**config.mk**
```make
export PLATFORM = sky130hd
export DESIGN_NAME = sync_serial_port
export DESIGN_NICKNAME = d
export VERILOG_FILES = /design/src/hdl/sync_serial_port_pkg.sv /design/src/hdl/sync_serial_port.sv
export VERILOG_INCLUDE_DIRS = /design/src /design/src/hdl
export SDC_FILE = /design/constraint.sdc
export NUM_CORES = 1
export LEC_CHECK = 0
export BUFFER_PORTS_ARGS = -buffer_cell sky130_fd_sc_hd__buf_2
export CAP_MARGIN = 25
export CORE_UTILIZATION = 35
export DETAILED_ROUTE_END_ITERATION = 10
export PLACE_DENSITY = 0.56
export SLEW_MARGIN = 0
export SYNTH_ARGS = -nofsm -noshare
export SYNTH_HDL_FRONTEND = slang
export SYNTH_SLANG_ARGS = --single-unit
```
**constraint.sdc**
```tcl
create_clock -name i_clk_sys -period 7.8 [get_ports i_clk_sys]
set_clock_uncertainty 0.2 [all_clocks]
set_input_delay 1.56 -clock i_clk_sys [delete_from_list [all_inputs] [get_ports i_clk_sys]]
set_output_delay 1.56 -clock i_clk_sys [all_outputs]
set_load 0.01 [all_outputs]
```
**src/hdl/sync_serial_port_cfg.svh**
```systemverilog
// constants for the serial port: mode codes, clock divider half periods, widths
`ifndef SYNC_SERIAL_PORT_CFG_SVH
`define SYNC_SERIAL_PORT_CFG_SVH

`define DATA_W          8
`define BIT_CNT_W       4
`define EDGE_CNT_W      5
`define HALF_CNT_W      10
`define BITS_PER_BYTE   4'h8
`define LAST_EDGE       5'h10
`define SLAVE_WRAP_EDGE 5'h0F

`define MODE_DIV4       4'h0
`define MODE_DIV16      4'h1
`define MODE_DIV64      4'h2
`define MODE_TIMER2     4'h3
`define MODE_SLAVE_SEL  4'h4
`define MODE_SLAVE_FREE 4'h5
`define MODE_RELOAD     4'hA

`define HALF_DIV4       10'h002
`define HALF_DIV16      10'h008
`define HALF_DIV64      10'h020

`define RST_BYTE        8'h00

`endif

```
**src/hdl/sync_serial_port_pkg.sv**
```systemverilog
// types shared by the serial port design and its bench
package sync_serial_port_pkg;

	typedef struct packed {
		logic       port_enable_bit;
		logic [3:0] port_mode_field;
		logic       clock_idle_polarity;
		logic       clock_edge_select;
		logic       input_sample_phase;
		logic       buffer_overwrite_enable;
	} port_cfg_t;

	typedef struct packed {
		logic serial_clock_pin;
		logic data_in_pin;
		logic select_n_pin;
	} pin_in_t;

	typedef enum logic [1:0] {
		ST_IDLE,
		ST_RUN
	} master_state_t;

endpackage : sync_serial_port_pkg

```
**src/hdl/sync_serial_port.sv**
```systemverilog
// spi-mode serial port with receive staging buffer and master clock generator
`timescale 1ns/100ps
`include "sync_serial_port_cfg.svh"

module byte_stage_fifo #(
	parameter int W     = 8,
	parameter int DEPTH = 2
) (
	input  wire logic         i_clk_sys,
	input  wire logic         i_nrst,
	input  wire logic         i_in_valid,
	output logic              o_in_ready,
	input  wire logic [W-1:0] i_in_data,
	output logic              o_out_valid,
	input  wire logic         i_out_ready,
	output logic [W-1:0]      o_out_data
);
	localparam int PW = (DEPTH > 1) ? $clog2(DEPTH) : 1;
	logic [W-1:0]  mem_reg [DEPTH];
	logic [PW-1:0] wr_ptr_reg;
	logic [PW-1:0] rd_ptr_reg;
	logic [PW:0]   count_reg;
	wire           push = i_in_valid && o_in_ready;
	wire           pop  = o_out_valid && i_out_ready;

	assign o_in_ready  = (count_reg != (PW+1)'(DEPTH));
	assign o_out_valid = (count_reg != '0);
	assign o_out_data  = mem_reg[rd_ptr_reg];

	always_ff @(posedge i_clk_sys or negedge i_nrst) begin
		if (!i_nrst) begin
			wr_ptr_reg <= '0;
			rd_ptr_reg <= '0;
			count_reg  <= '0;
		end else begin
			if (push)
				wr_ptr_reg <= (wr_ptr_reg == PW'(DEPTH-1)) ? '0 : wr_ptr_reg + 1'b1;
			if (pop)
				rd_ptr_reg <= (rd_ptr_reg == PW'(DEPTH-1)) ? '0 : rd_ptr_reg + 1'b1;
			count_reg <= count_reg + (PW+1)'(push) - (PW+1)'(pop);
		end
	end

	// storage needs no reset; count_reg guards every read
	always_ff @(posedge i_clk_sys) begin
		if (push)
			mem_reg[wr_ptr_reg] <= i_in_data;
	end
endmodule : byte_stage_fifo

module sticky_flag #(
	parameter bit RST_VAL = 1'b0
) (
	input  wire logic i_clk_sys,
	input  wire logic i_nrst,
	input  wire logic i_set,
	input  wire logic i_clr,
	output logic      o_flag
);
	// a set and a clear in the same cycle leave the flag set, so no event is lost
	always_ff @(posedge i_clk_sys or negedge i_nrst) begin
		if (!i_nrst)
			o_flag <= RST_VAL;
		else if (i_set)
			o_flag <= 1'b1;
		else if (i_clr)
			o_flag <= 1'b0;
	end
endmodule : sticky_flag

module sync_serial_port #(
	parameter int FIFO_DEPTH = 2
) (
	input  wire logic                            i_clk_sys,
	input  wire logic                            i_nrst,
	input  wire sync_serial_port_pkg::port_cfg_t i_cfg,
	input  wire logic [`DATA_W-1:0]              i_baud_reload_reg,
	input  wire logic                            i_timer2_tick,
	input  wire logic                            i_buf_wr,
	input  wire logic [`DATA_W-1:0]              i_buf_wdata,
	input  wire logic                            i_buf_rd,
	input  wire logic                            i_collision_clr,
	input  wire logic                            i_irq_clr,
	input  wire logic                            i_overflow_clr,
	input  wire sync_serial_port_pkg::pin_in_t   i_pins,
	output logic [`DATA_W-1:0]                   o_port_data_buffer,
	output logic                                 o_buffer_full_flag,
	output logic                                 o_write_collision_flag,
	output logic                                 o_port_irq_flag,
	output logic                                 o_receive_overflow,
	output logic                                 o_busy,
	output logic                                 o_serial_clock_pin,
	output logic                                 o_serial_clock_oe_n,
	output logic                                 o_data_out_pin,
	output logic                                 o_data_out_oe_n
);
	sync_serial_port_pkg::master_state_t mst_reg;
	sync_serial_port_pkg::pin_in_t       meta_reg;
	sync_serial_port_pkg::pin_in_t       pin_reg;
	logic                    sck_prev_reg;
	logic [`DATA_W-1:0]      port_shift_reg;
	logic [`DATA_W-1:0]      buf_reg;
	logic [`BIT_CNT_W-1:0]   bit_cnt_reg;
	logic [`EDGE_CNT_W-1:0]  edge_cnt_reg;
	logic [`HALF_CNT_W-1:0]  half_cnt_reg;
	logic                    sck_act_reg;
	logic                    sck_pin_reg;
	logic                    sdo_reg;
	logic                    bf_reg;
	logic                    write_collision_flag_reg;
	logic                    irq_reg;
	logic                    ovf_reg;
	logic                    busy_reg;
	logic                    sck_oe_n_reg;
	logic                    sdo_oe_n_reg;
	logic [`HALF_CNT_W-1:0]  half_len;
	logic                    fifo_in_ready;
	logic                    fifo_out_valid;
	logic [`DATA_W-1:0]      fifo_out_data;

	// role and clock selection from the mode field
	wire enable     = i_cfg.port_enable_bit;
	wire [3:0] mode = i_cfg.port_mode_field;
	wire cke        = i_cfg.clock_edge_select;
	wire is_slave   = (mode == `MODE_SLAVE_SEL) || (mode == `MODE_SLAVE_FREE);
	wire is_master  = enable && !is_slave;
	wire sel_mode   = (mode == `MODE_SLAVE_SEL);
	wire deselected = sel_mode && pin_reg.select_n_pin;
	wire port_reset = !enable || (is_slave && deselected);

	always_comb begin
		case (mode)
			`MODE_DIV16:  half_len = `HALF_DIV16;
			`MODE_DIV64:  half_len = `HALF_DIV64;
			`MODE_RELOAD: half_len = {1'b0, i_baud_reload_reg, 1'b0}
			                         + `HALF_DIV4;
			default:      half_len = `HALF_DIV4;
		endcase
	end

	wire running   = (mst_reg == sync_serial_port_pkg::ST_RUN);
	wire half_done = (mode == `MODE_TIMER2) ? i_timer2_tick
	                                        : (half_cnt_reg == half_len - 1'b1);
	wire m_edge    = is_master && running && half_done;
	// slave edges come only from the synchronised pin, never the first stage
	wire s_edge    = enable && is_slave && !deselected
	                 && (pin_reg.serial_clock_pin != sck_prev_reg);
	wire edge_ev   = m_edge || s_edge;
	wire at_end    = (edge_cnt_reg == `LAST_EDGE);
	wire lead      = !edge_cnt_reg[0];
	// late sampling only for the master; a slave keeps the sample phase clear
	wire smp_m     = i_cfg.input_sample_phase && !is_slave;
	wire samp_ev   = edge_ev && ((smp_m && !cke) ? (lead && edge_cnt_reg != '0)
	                 : (!at_end && (lead == (cke ^ smp_m))));
	wire chg_ev    = edge_ev && !at_end && (cke ? !lead : lead);
	wire byte_done = samp_ev && (bit_cnt_reg == `BITS_PER_BYTE - 1'b1);
	wire xfer_busy = running || (is_slave && (edge_cnt_reg != '0 || bit_cnt_reg != '0));

	// a write is refused whole; nothing of it reaches the buffer or the shifter
	wire wr_try    = i_buf_wr && enable;
	wire wr_ok     = wr_try && !xfer_busy && !write_collision_flag_reg && fifo_in_ready
	                 && (!bf_reg || i_cfg.buffer_overwrite_enable);
	wire pop_ok    = fifo_out_valid && !i_buf_wr
	                 && (!bf_reg || i_cfg.buffer_overwrite_enable);
	// a slave cannot hold off its master, so a byte with no room is lost
	wire rx_drop   = byte_done && !fifo_in_ready;
	// the master toggles only between a start and the closing half period
	wire sck_act_next = (port_reset || wr_ok) ? 1'b0
	                  : (edge_ev && !at_end) ? (is_master && !sck_act_reg) : sck_act_reg;

	wire sck_oe_n_next = !is_master;
	wire sdo_oe_n_next = !enable || (is_slave && deselected);

	byte_stage_fifo #(
		.W     (`DATA_W),
		.DEPTH (FIFO_DEPTH)
	) u_stage (
		.i_clk_sys   (i_clk_sys),
		.i_nrst      (i_nrst),
		.i_in_valid  (byte_done),
		.o_in_ready  (fifo_in_ready),
		.i_in_data   ({port_shift_reg[`DATA_W-2:0], pin_reg.data_in_pin}),
		.o_out_valid (fifo_out_valid),
		.i_out_ready (pop_ok),
		.o_out_data  (fifo_out_data)
	);

	always_ff @(posedge i_clk_sys or negedge i_nrst) begin
		if (!i_nrst) begin
			meta_reg     <= '1;
			pin_reg      <= '1;
			sck_prev_reg <= 1'b1; // matches the synchroniser reset, so no false edge
		end else begin
			meta_reg     <= i_pins;
			pin_reg      <= meta_reg;
			sck_prev_reg <= pin_reg.serial_clock_pin;
		end
	end

	// shift engine: master clock generator, edge counter and shift register
	always_ff @(posedge i_clk_sys or negedge i_nrst) begin
		if (!i_nrst) begin
			mst_reg        <= sync_serial_port_pkg::ST_IDLE;
			port_shift_reg <= `RST_BYTE;
			bit_cnt_reg    <= '0;
			edge_cnt_reg   <= '0;
			half_cnt_reg   <= '0;
			sdo_reg        <= 1'b0;
		end else if (port_reset) begin
			mst_reg      <= sync_serial_port_pkg::ST_IDLE;
			bit_cnt_reg  <= '0;
			edge_cnt_reg <= '0;
			half_cnt_reg <= '0;
		end else if (wr_ok) begin
			port_shift_reg <= i_buf_wdata;
			sdo_reg        <= cke ? i_buf_wdata[`DATA_W-1] : sdo_reg;
			bit_cnt_reg    <= '0;
			edge_cnt_reg   <= '0;
			half_cnt_reg   <= '0;
			mst_reg        <= is_slave ? sync_serial_port_pkg::ST_IDLE
			                           : sync_serial_port_pkg::ST_RUN;
		end else begin
			half_cnt_reg <= (!running || half_done) ? '0 : half_cnt_reg + 1'b1;
			if (samp_ev) begin
				port_shift_reg <= {port_shift_reg[`DATA_W-2:0], pin_reg.data_in_pin};
				bit_cnt_reg    <= byte_done ? '0 : bit_cnt_reg + 1'b1;
			end
			if (chg_ev)
				sdo_reg <= samp_ev ? port_shift_reg[`DATA_W-2] : port_shift_reg[`DATA_W-1];
			if (m_edge && at_end) begin
				mst_reg      <= sync_serial_port_pkg::ST_IDLE;
				edge_cnt_reg <= '0;
			end else if (s_edge) begin
				edge_cnt_reg <= (edge_cnt_reg == `SLAVE_WRAP_EDGE) ? '0 : edge_cnt_reg + 1'b1;
			end else if (m_edge) begin
				edge_cnt_reg <= edge_cnt_reg + 1'b1;
			end
		end
	end

	// software-visible buffer; a write wins over a pop in the same cycle
	always_ff @(posedge i_clk_sys or negedge i_nrst) begin
		if (!i_nrst)
			buf_reg <= `RST_BYTE;
		else if (wr_ok)
			buf_reg <= i_buf_wdata;
		else if (pop_ok)
			buf_reg <= fifo_out_data;
	end

	sticky_flag u_full_flag (
		.i_clk_sys (i_clk_sys),
		.i_nrst    (i_nrst),
		.i_set     (pop_ok),
		.i_clr     (i_buf_rd),
		.o_flag    (bf_reg)
	);

	sticky_flag u_collision_flag (
		.i_clk_sys (i_clk_sys),
		.i_nrst    (i_nrst),
		.i_set     (wr_try && !wr_ok),
		.i_clr     (i_collision_clr),
		.o_flag    (write_collision_flag_reg)
	);

	sticky_flag u_irq_flag (
		.i_clk_sys (i_clk_sys),
		.i_nrst    (i_nrst),
		.i_set     (pop_ok),
		.i_clr     (i_irq_clr),
		.o_flag    (irq_reg)
	);

	sticky_flag u_overflow_flag (
		.i_clk_sys (i_clk_sys),
		.i_nrst    (i_nrst),
		.i_set     (rx_drop),
		.i_clr     (i_overflow_clr),
		.o_flag    (ovf_reg)
	);

	always_ff @(posedge i_clk_sys or negedge i_nrst) begin
		if (!i_nrst) begin
			busy_reg     <= 1'b0;
			sck_oe_n_reg <= 1'b1;
			sdo_oe_n_reg <= 1'b1;
			sck_act_reg  <= 1'b0;
			sck_pin_reg  <= 1'b0;
		end else begin
			busy_reg     <= xfer_busy;
			sck_act_reg  <= sck_act_next;
			// polarity folded in at the flop so the pin never glitches through a gate
			sck_pin_reg  <= sck_act_next ^ i_cfg.clock_idle_polarity;
			sck_oe_n_reg <= sck_oe_n_next;
			sdo_oe_n_reg <= sdo_oe_n_next;
		end
	end

	// status outputs are read-only views of internal state
	assign o_port_data_buffer     = buf_reg;
	assign o_buffer_full_flag     = bf_reg;
	assign o_write_collision_flag = write_collision_flag_reg;
	assign o_port_irq_flag        = irq_reg;
	assign o_receive_overflow     = ovf_reg;
	assign o_busy                 = busy_reg;
	assign o_serial_clock_pin     = sck_pin_reg;
	assign o_serial_clock_oe_n    = sck_oe_n_reg;
	assign o_data_out_pin         = sdo_reg;
	assign o_data_out_oe_n        = sdo_oe_n_reg;

endmodule : sync_serial_port

```
# After elaboration in Yosys (flattened, before gate mapping)
# Memory sizes are Yosys's and may differ from the RTL's.
# Index checks and enable logic that the tools add are counted.
dict set report classes {
  n_mux 43
  reduce_logical 68
  addsub 9
  bitwise_logic 3
  n_eq_ne 15
}
# operator n
set op_table {}
lappend op_table {{$mux 8} 4}
lappend op_table {{$logic_and 1x1->1} 30}
lappend op_table {{$mux 10} 3}
lappend op_table {{$mux 5} 6}
lappend op_table {{$pmux 10 s3} 1}
lappend op_table {{$mux 1} 22}
lappend op_table {{$mux 4} 4}
lappend op_table {{$reduce_bool 2->1} 8}
lappend op_table {{$logic_not 1->1} 15}
lappend op_table {{$eq 4x3->1 const B} 3}
lappend op_table {{$add 10x1->10 const B} 1}
lappend op_table {{$add 9x2->10 const B} 1}
lappend op_table {{$eq 10x10->1} 1}
lappend op_table {{$reduce_bool 5->1} 2}
lappend op_table {{$sub 10x1->10 const B} 1}
lappend op_table {{$eq 4x2->1 const B} 2}
lappend op_table {{$logic_or 1x1->1} 8}
lappend op_table {{$mux 2} 3}
lappend op_table {{$reduce_bool 3->1} 2}
lappend op_table {{$add 5x1->5 const B} 1}
lappend op_table {{$eq 5x4->1 const B} 1}
lappend op_table {{$eq 5x5->1 const B} 1}
lappend op_table {{$add 4x1->4 const B} 1}
lappend op_table {{$eq 4x1->1 const B} 1}
lappend op_table {{13 further kinds} 16}
dict set report word_totals {
  mem_count 1
  register_bits 58
  wordCells 165
  mem_bits_rw 16
}
# name depth width read_ports rd_ports_with_merged_regs write_ports line
set memory_table {}
lappend memory_table {u_stage.mem_reg 2 8 1 0 1 sync_serial_port.sv:19} ;# logic [W-1:0] mem_reg [DEPTH];

# Logic depth before layout (Yosys ltp)
# Gate-level depths: netlist of the first run.
dict set report depth {
  word_depth 14
  mapped_depth 16
  depth_no_buf 14
}

# Hierarchy
# From an unflattened synthesis of the first run, not the netlist that was laid out.
dict set report hier_totals {
  cells_unflattened 395
  area_unflattened_um2 3985.1
}
# module n_inst cells_per_inst area_per_inst_um2
set modules_own_cells {}
lappend modules_own_cells {sync_serial_port 1 338 3041.7}
lappend modules_own_cells {byte_stage_fifo 1 45 798.3}
lappend modules_own_cells {sticky_flag 4 3 36.3}

# Worst setup path before layout of the first run
# No wires, ideal clock.
dict set report synth_path {
  kind {in2reg}
  startpoint {input i_cfg[6] (netlist name)}
  endpoint {memory u_stage.mem_reg[0][0], enable pin}
  path_stages 14
  setup_ns 0.395
  n_path_buf 1
  setup_slack_ns 2.304
  arrival_ns 4.902
  required_time_ns 7.205
  path_cell_list {nor3b_2 and2_1 nand2_1 ha_1 xor2_1 nand3_1 a311o_1 and4bb_1 o2111ai_2 o21bai_4 a31oi_4 or2_1 buf_6 nor4_1}
}
dict set report synth_between {
  elab_chain_cells 13
}
# element line
set synth_rtl {}
lappend synth_rtl {{start, declared} sync_serial_port.sv:76} ;# input wire sync_serial_port_pkg::port_cfg_t i_cfg,
lappend synth_rtl {{branches (longest 8 deep; another with $sub 10x1->10)} -}
lappend synth_rtl {{$logic_and 1x1->1 *} sync_serial_port.sv:153} ;# wire samp_ev = edge_ev && ((smp_m && !cke) ? (lead && edge_cnt_reg != '0)
lappend synth_rtl {{$logic_and 1x1->1 *} sync_serial_port.sv:156} ;# wire byte_done = samp_ev && (bit_cnt_reg == `BITS_PER_BYTE - 1'b1);
lappend synth_rtl {{$logic_and 1x1->1 *} sync_serial_port.sv:23} ;# wire push = i_in_valid && o_in_ready;
lappend synth_rtl {{$mux 1 *} sync_serial_port.sv:46} ;# if (push)
lappend synth_rtl {{$mux 1 (implied by the code) *} sync_serial_port.sv:47} ;# mem_reg[wr_ptr_reg] <= i_in_data;
lappend synth_rtl {{end, declared} sync_serial_port.sv:19}
# Mark *: on every way between the ends.

# Final worst setup path of the first run
dict set report layout_path {
  startpoint {input i_cfg[5] (netlist name)}
  endpoint {memory u_stage.mem_reg[1][7], enable pin}
}
# Same word-level chain as after synthesis.

==> results.toml, run 1 <==
[timing]
finalSetupTns_ns = 0
fin_ws_ns = 2.369
worst_pin_slew_ns = 0.9973
period_share_pct = 69.62
relSlewSlack_pct = 32.58
rsz0062_at_grt = "false"
timing.final.max_slew_violations = 0
finalSetupViolations = 0
fin_crit_ns = 5.431
hold_violations = 0
fmax_mhz = 184.1

[synthesis]
yosysWarnings = 0
synth_edf_count = 16
synthesis.nets = 450
ys_async_sr_fraction_pct = 78.08
syn_inst = 405
ys_seq_area_share_pct = 46.08
post_synth.cell_area_avg_um2 = 10.28
synthFlopType = "dfrtp_1"
synth.distinct_cells = 72
netlist_area_mm2 = 0.004163
yosys_register_bits = 73

[final_layout]
syn_to_final_growth_pct = 15.75
drive_above_1_share_pct = 22.66
largest_reg_flops = 16
antennaDiodeCount = 0
nNetsFinal = 499

[clock_tree]
cts_buffer_depth = 2
root_buffer = "clkbuf_16"
post_cts_buffers = 0
cts.sinks = 73
cts_tree = "built"
post_cts_resized = 0
clk_pin_slew_ns = 0.05
htreeDepth = 3
hold_buffers = 0
clk_latency_ns = 0.33
numCtsBuffers = 9

[drt]
vias = 3149
viasPerCell = 5.231
dr.pass1.iters = 8
drtAntennaViolNets = 0
totalWireLength_um = 8927
drc_errors = 2
wl_per_cell_um = 14.83
drt_iter0_drc = 188

[placed_design]
io_buffers = 52
gp_congestion = 0.8837
pre_cts_ws_ns = 2.038
dp_hpwl_um = 6458

[grt]
grt_pass1_wl_um = 15340
track_usage_pct = 15.55
overflow = 0
grt_max_degree = 58
grt_pass1_vias = 3067
antenna_found_initial = 0

[pwr]
ir_drop_uv = 119.1
seq_power_share_pct = 43.4
pwr-share-clk_pct = 33.9
internal_power_uw = 836.3
p_switching_uw = 347.8
p_leak_uw = 0.002020
power_density_mw_per_mm2 = 245.8
swShare_pct = 29.37
comb_power_share_pct = 22.8

[floorplan]
ios = 53
die_y_um = 111.1
core.rowCount = 39
fp.dieW_um = 111.1
initial_core_util_pct = 36.15
dieArea_mm2 = 0.01233
fp.coreArea_mm2 = 0.01152

[setup_path]
worstSetupStartpoint = "i_cfg[5]"
r2r_slack_ns = 4.16
path_class = "in2reg"
rr_worst_depth = 8
r2r_end = "port_shift_reg[7]"
crit_fanout = 10
r2r_start = "edge_cnt_reg[0]"
cp.arrival_ns = 5.21
cp-start-kind = "input pin"
required_ns = 7.58
critPathCaptureType = "flip-flop"

[worst_hold_path]
hp-start = "meta_reg[2]"
min_path_type = "reg2reg"
hold_end = "pin_reg[2]"
hold_path_depth = 0

[outcome]
status = "finished, violations left"
violations = "design-rule violations"

[flow_run]
cap_violations = 0
-- synth_stat cells (all sizes together) (9+ instances only) --
cell    instances  area [um2]
nand2          32       120.1
mux2            9       131.4
dfrtp          48        1201
clkbuf         10       38.78
dfstp           9       236.5
a21oi          10       50.05
nor2           23       88.84
mux2i          11       110.1
xor2           12       105.1
o21ai          33       165.2
ha              9       112.6
xnor2          20       197.7
edfxtp         16       480.5
inv            29       108.9
nand3          25       125.1
-- cell usage in the layout, fill, tap and decap left out, drive strengths merged, types with 5 or more instances in the layout --
master,n
a21o,6
nor2b,5
mux2i,11
inv,29
dfstp,9
nand2,32
clkbuf,11
edfxtp,16
a21oi,10
o21ai,33
xor2,12
nand3,25
a31oi,8
buf,56
nor3,7
mux2,9
or3,6
or4,5
ha,9
dfrtp,48
xnor2,20
nor2,23
-- critical path, stage by stage --
cell,delay (ns)
buf_2,0.15
nor3b_2,0.40
and2_1,0.28
nand2_1,0.09
ha_1,0.29
xor2_1,0.14
nand3_1,0.09
a311o_1,0.28
and4bb_1,0.28
o2111ai_2,0.15
o21bai_4,0.21
a31oi_4,0.17
or2_1,0.38
nor3_2,0.30
and2_1,0.45
-- kinds of logic after synthesis --
group                      count (synthesis)  synth area share [%]
xor gates and xnor gates                  32                 7.274
AOI/OAI and AO/OA                         90                 15.60
and+or+nand+nor                          134                 17.31
adders and majority gates                  9                 2.705
DFF                                       73                 46.08
buffers and inverters                     47                 5.229
muxes                                     20                 5.801
-- power groups by stage --
stage	registers (uW)	clock network, uW	logic, uW
after floorplan	514	0	182
after global placement	518	0	270
after detailed placement	522	0	270
after CTS	515	410	273
after global routing	523	427	299
final	514	401	269
-- worst max-delay path by stage --
| stage | endpoint | slack (ns) | cells past startpoint |
|---|---|---|---|
| 6_report | u_stage.mem_reg[1][7] | 2.37 | 15 |
| 5_1_grt | u_stage.mem_reg[1][7] | 2.06 | 15 |
| 4_1_cts | u_stage.mem_reg[1][7] | 2.36 | 15 |
| 3_5_place_dp | u_stage.mem_reg[1][4] | 2.04 | 15 |
| 3_3_place_gp | u_stage.mem_reg[1][3] | 2.23 | 15 |
| 2_1_floorplan | u_stage.mem_reg[0][0] | 2.30 | 14 |
-- layout make-up --
type                    count  area (um2)
inverters                  29       108.9
fillers                  1105        6698
clock inverters             5       57.56
multi-input cells         285        2032
flip-flops and latches     73        1918
well taps                 143       178.9
repair buffers             56       290.3
clock buffers              11       232.7
-- routing by layer --
layer	part of all wire, %	up-vias	GRT usage [%]
met5	0	-	0
met4	1.2	0	6.126
li1	-	1553	-
met1	48	1530	21.18
met3	2.9	9	3.171
met2	48	57	24.28
-- metrics by stage --
stage               hold slack [ns]  std cells  area, um2  total power [uW]  util (%)
detailed placement           0.1489        586       4528             792.2     39.32
CTS                          0.1568        602       4818              1198     41.84
floorplan                    0.1452        405       4163             695.7         -
global route                 0.1590        602       4818              1249     41.84
finish                       0.1560        602       4818              1184     41.84
global placement             0.1471        586       4528             788.3     39.32
Note: power is estimated with default switching activity, not from simulation.
==> run 2: changes to the inputs <==
--- a/config.mk
+++ b/config.mk
@@ -6,11 +6,12 @@
 export SDC_FILE = /design/constraint.sdc
 export NUM_CORES = 1
 export LEC_CHECK = 0
+export ABC_AREA = 1
 export BUFFER_PORTS_ARGS = -buffer_cell sky130_fd_sc_hd__buf_2
 export CAP_MARGIN = 25
 export CORE_UTILIZATION = 35
 export DETAILED_ROUTE_END_ITERATION = 10
-export PLACE_DENSITY = 0.56
+export PLACE_DENSITY = 0.58
 export SLEW_MARGIN = 0
 export SYNTH_ARGS = -nofsm -noshare
 export SYNTH_HDL_FRONTEND = slang
==> constraint.sdc (replaced) <==
create_clock -name i_clk_sys -period 4.8 [get_ports i_clk_sys]
set_clock_uncertainty 0.2 [all_clocks]
set_input_delay 0.96 -clock i_clk_sys [delete_from_list [all_inputs] [get_ports i_clk_sys]]
set_output_delay 0.96 -clock i_clk_sys [all_outputs]
set_load 0.01 [all_outputs]
==> run 2 against run 1 <==
Compared with the run above: the run now ends clean; core utilization is 1.3 points higher; sequential cell count stayed put; setup slack worse by 1.6 ns; hold slack worse by 0.00095 ns; final cell count is 17% higher; critical path depth is 8 higher; critical endpoint is now u_stage.mem_reg[1][6].
==> results.toml, run 2 <==
[setup_path]
rr_worst_depth = 16
path_class = "in2reg"
required_ns = 4.57
slowest_stage = "nor3b_2"
r2r_slack_ns = 1.83
r2r_start = "half_cnt_reg[2]"
critPathCaptureType = "flip-flop"
cp.arrival_ns = 3.81
r2r_end = "u_stage.mem_reg[1][6]"
cp_top_family = "simple AND/OR/NAND/NOR gates"
critPathMaxStageDelay_ns = 0.56
cp-start-kind = "input pin"
path_cells = "buf_2, inv_1, nor2_1, nand3_1, nand2_2, inv_1, ha_1, o21ai_0, a21oi_1, nand3_1, nor2_1, nand3_1, nor2_1, nand2_1, nor2_1, nand2_1, nand2_2, nand2_2, nand2_4, nand2_4, nor2_4, nand2_2, nor3b_2"
cp_num_buf_inv = 3
crit_fanout = 8

[final_layout]
final_core_util_pct = 43.15
syn_to_final_growth_pct = 18.19
nNetsFinal = 605
antennaDiodeCount = 0
largest_reg_flops = 16
mostFrequentLayoutCells = "nand2_1 (137), inv_1 (64), buf_2 (52)"
final_cells = 705
layout_commonest_cell = "nand2_1"
drive_above_1_share_pct = 18.76

[synthesis]
yosysWarnings = 0
yosys.area.top_type = "dfrtp_1"
synthesis.nets = 542
synthTopCellsByCount = "nand2_1 (137), inv_1 (64), nor2_1 (49), dfrtp_1 (48), nand3_1 (48)"
post_synth.cell_area_avg_um2 = 8.069
synth.top_cells.by_area = "dfrtp_1 (30%), nand2_1 (13%), edfxtp_1 (12%), nand3_1 (6.0%), inv_1 (6.0%)"
post-synth-top-count-cell = "nand2_1"
yosysTopAreaCellShare_pct = 29.95
ys_async_sr_fraction_pct = 78.08
syn_inst = 497
synth.distinct_cells = 35
synth_edf_count = 16
netlist_area_mm2 = 0.004010
yosys_register_bits = 73
ys_seq_area_share_pct = 47.83
synthFlopType = "dfrtp_1"

[clock_tree]
numCtsBuffers = 9
hold_buffers = 0
htreeDepth = 3
post_cts_buffers = 0
clk_pin_slew_ns = 0.06
cts.sinks = 73
clk_latency_ns = 0.33
post_cts_resized = 0
cts_buffer_depth = 2
cts_tree = "built"
root_buffer = "clkbuf_16"

[timing]
fin_crit_ns = 4.043
relSlewSlack_pct = 56.53
period_share_pct = 84.23
worst_pin_slew_ns = 0.6492
timing.final.max_slew_violations = 0
finalSetupViolations = 0
fin_ws_ns = 0.7572
finalSetupTns_ns = 0
hold_violations = 0
fmax_mhz = 247.4
rsz0062_at_grt = "false"

[pwr]
power_density_mw_per_mm2 = 402.9
ir_drop_uv = 185.0
swShare_pct = 32.06
internal_power_uw = 1297
comb_power_share_pct = 24.4
p_leak_uw = 0.002395
seq_power_share_pct = 43.9
p_switching_uw = 612.3
pwr-share-clk_pct = 31.7

[grt]
antenna_found_initial = 0
track_usage_pct = 16.13
grt_pass1_wl_um = 14520
grt_pass1_vias = 3172
overflow = 0
grt_max_degree = 41

[floorplan]
initial_core_util_pct = 36.51
ios = 53
fp.dieW_um = 109.0
die_y_um = 109.0
fp.coreArea_mm2 = 0.01098
dieArea_mm2 = 0.01189
core.rowCount = 38

[drt]
vias = 3312
drtAntennaViolNets = 0
dr.pass1.iters = 4
drt_iter0_drc = 174
drc_errors = 0
wl_per_cell_um = 12.23
viasPerCell = 4.698
totalWireLength_um = 8625

[placed_design]
gp_congestion = 0.8286
dp_hpwl_um = 6615
pre_cts_ws_ns = 0.4107
placed_cells = 689
io_buffers = 52

[worst_hold_path]
hold_end = "pin_reg[1]"
hold_path_depth = 0
min_path_type = "reg2reg"
hp-start = "meta_reg[1]"

[outcome]
status = "complete, no violations"

[flow_run]
cap_violations = 0
[run 2: cell count changes after synthesis, moves of 7 or more]
cell and change:
nand3_1 +23, nand2_1 +105, mux2_4 -8, nor2_1 +27
nand2_2 +9, mux2i_1 -7, o21ai_0 -19, inv_1 +35
xnor2_1 -14
[run 2: cell families (layout without fill, tap and decap cells)]
group	Yosys count	in the layout	synth area share (%)
AOI/OAI and AO/OA	41	41	5.772
xor gates and xnor gates	17	17	3.713
adders and majority gates	9	9	2.808
buffers and inverters	74	142	6.989
DFF	73	73	47.83
muxes	4	4	0.9985
and+or+nand+nor	279	279	31.89
[run 2: worst max-delay path by stage]
stage	start	to	slack, ns	depth (start not counted)
5_1_grt	i_cfg[5]	u_stage.mem_reg[1][0]	0.35	23
6_report	i_cfg[5]	u_stage.mem_reg[1][6]	0.76	23
2_1_floorplan	i_cfg[4]	u_stage.mem_reg[0][0]	0.78	23
3_5_place_dp	i_cfg[5]	u_stage.mem_reg[1][7]	0.41	23
4_1_cts	i_cfg[5]	u_stage.mem_reg[1][0]	0.76	23
3_3_place_gp	i_cfg[5]	u_stage.mem_reg[1][7]	0.53	23
[run 2: worst register-to-register path, stage by stage, from the launching register on]
cell and delay [ns]:
dfrtp_1 0.44, o21ai_0 0.12, a21oi_1 0.13, nand3_1 0.09, nor2_1 0.09, nand3_1 0.08
nor2_1 0.08, nand2_1 0.05, nor2_1 0.08, nand2_1 0.06, nand2_2 0.08, nand2_2 0.09
nand2_4 0.11, nand2_4 0.11, nor2_4 0.15, nand2_2 0.09, nor3b_2 0.56
[run 2: layer usage]
layer	wire (um)	GRT usage, %
met1	4108	20.40
met2	4093	26.42
met3	282	3.228
met4	140	7.432
met5	0	0
[run 2: power groups by stage]
stage	Combinational, uW	Clock [uW]	Sequential, uW
floorplan	303	0	847
global placement	462	0	849
detailed placement	474	0	852
CTS	474	623	842
global route	536	649	855
finish	466	605	839
[run 2: per-stage QoR]
stage | cell area (um2) | total power, uW | hold WS [ns]
after floorplan | 4010 | 1150 | 0.1452
after global placement | 4466 | 1311 | 0.1456
after detailed placement | 4466 | 1326 | 0.1468
after CTS | 4740 | 1939 | 0.1550
after global routing | 4740 | 2039 | 0.1581
final | 4740 | 1910 | 0.1550
[run 2: final cells by class]
type,instances,area (um2)
Clock inverter,5,31.28
Fill cell,1091,6243
Clock buffer,11,242.7
Timing Repair Buffer,58,305.3
Multi-Input combinational cell,350,1812
Inverter,68,255.2
Sequential cell,73,1918
Tap cell,140,175.2
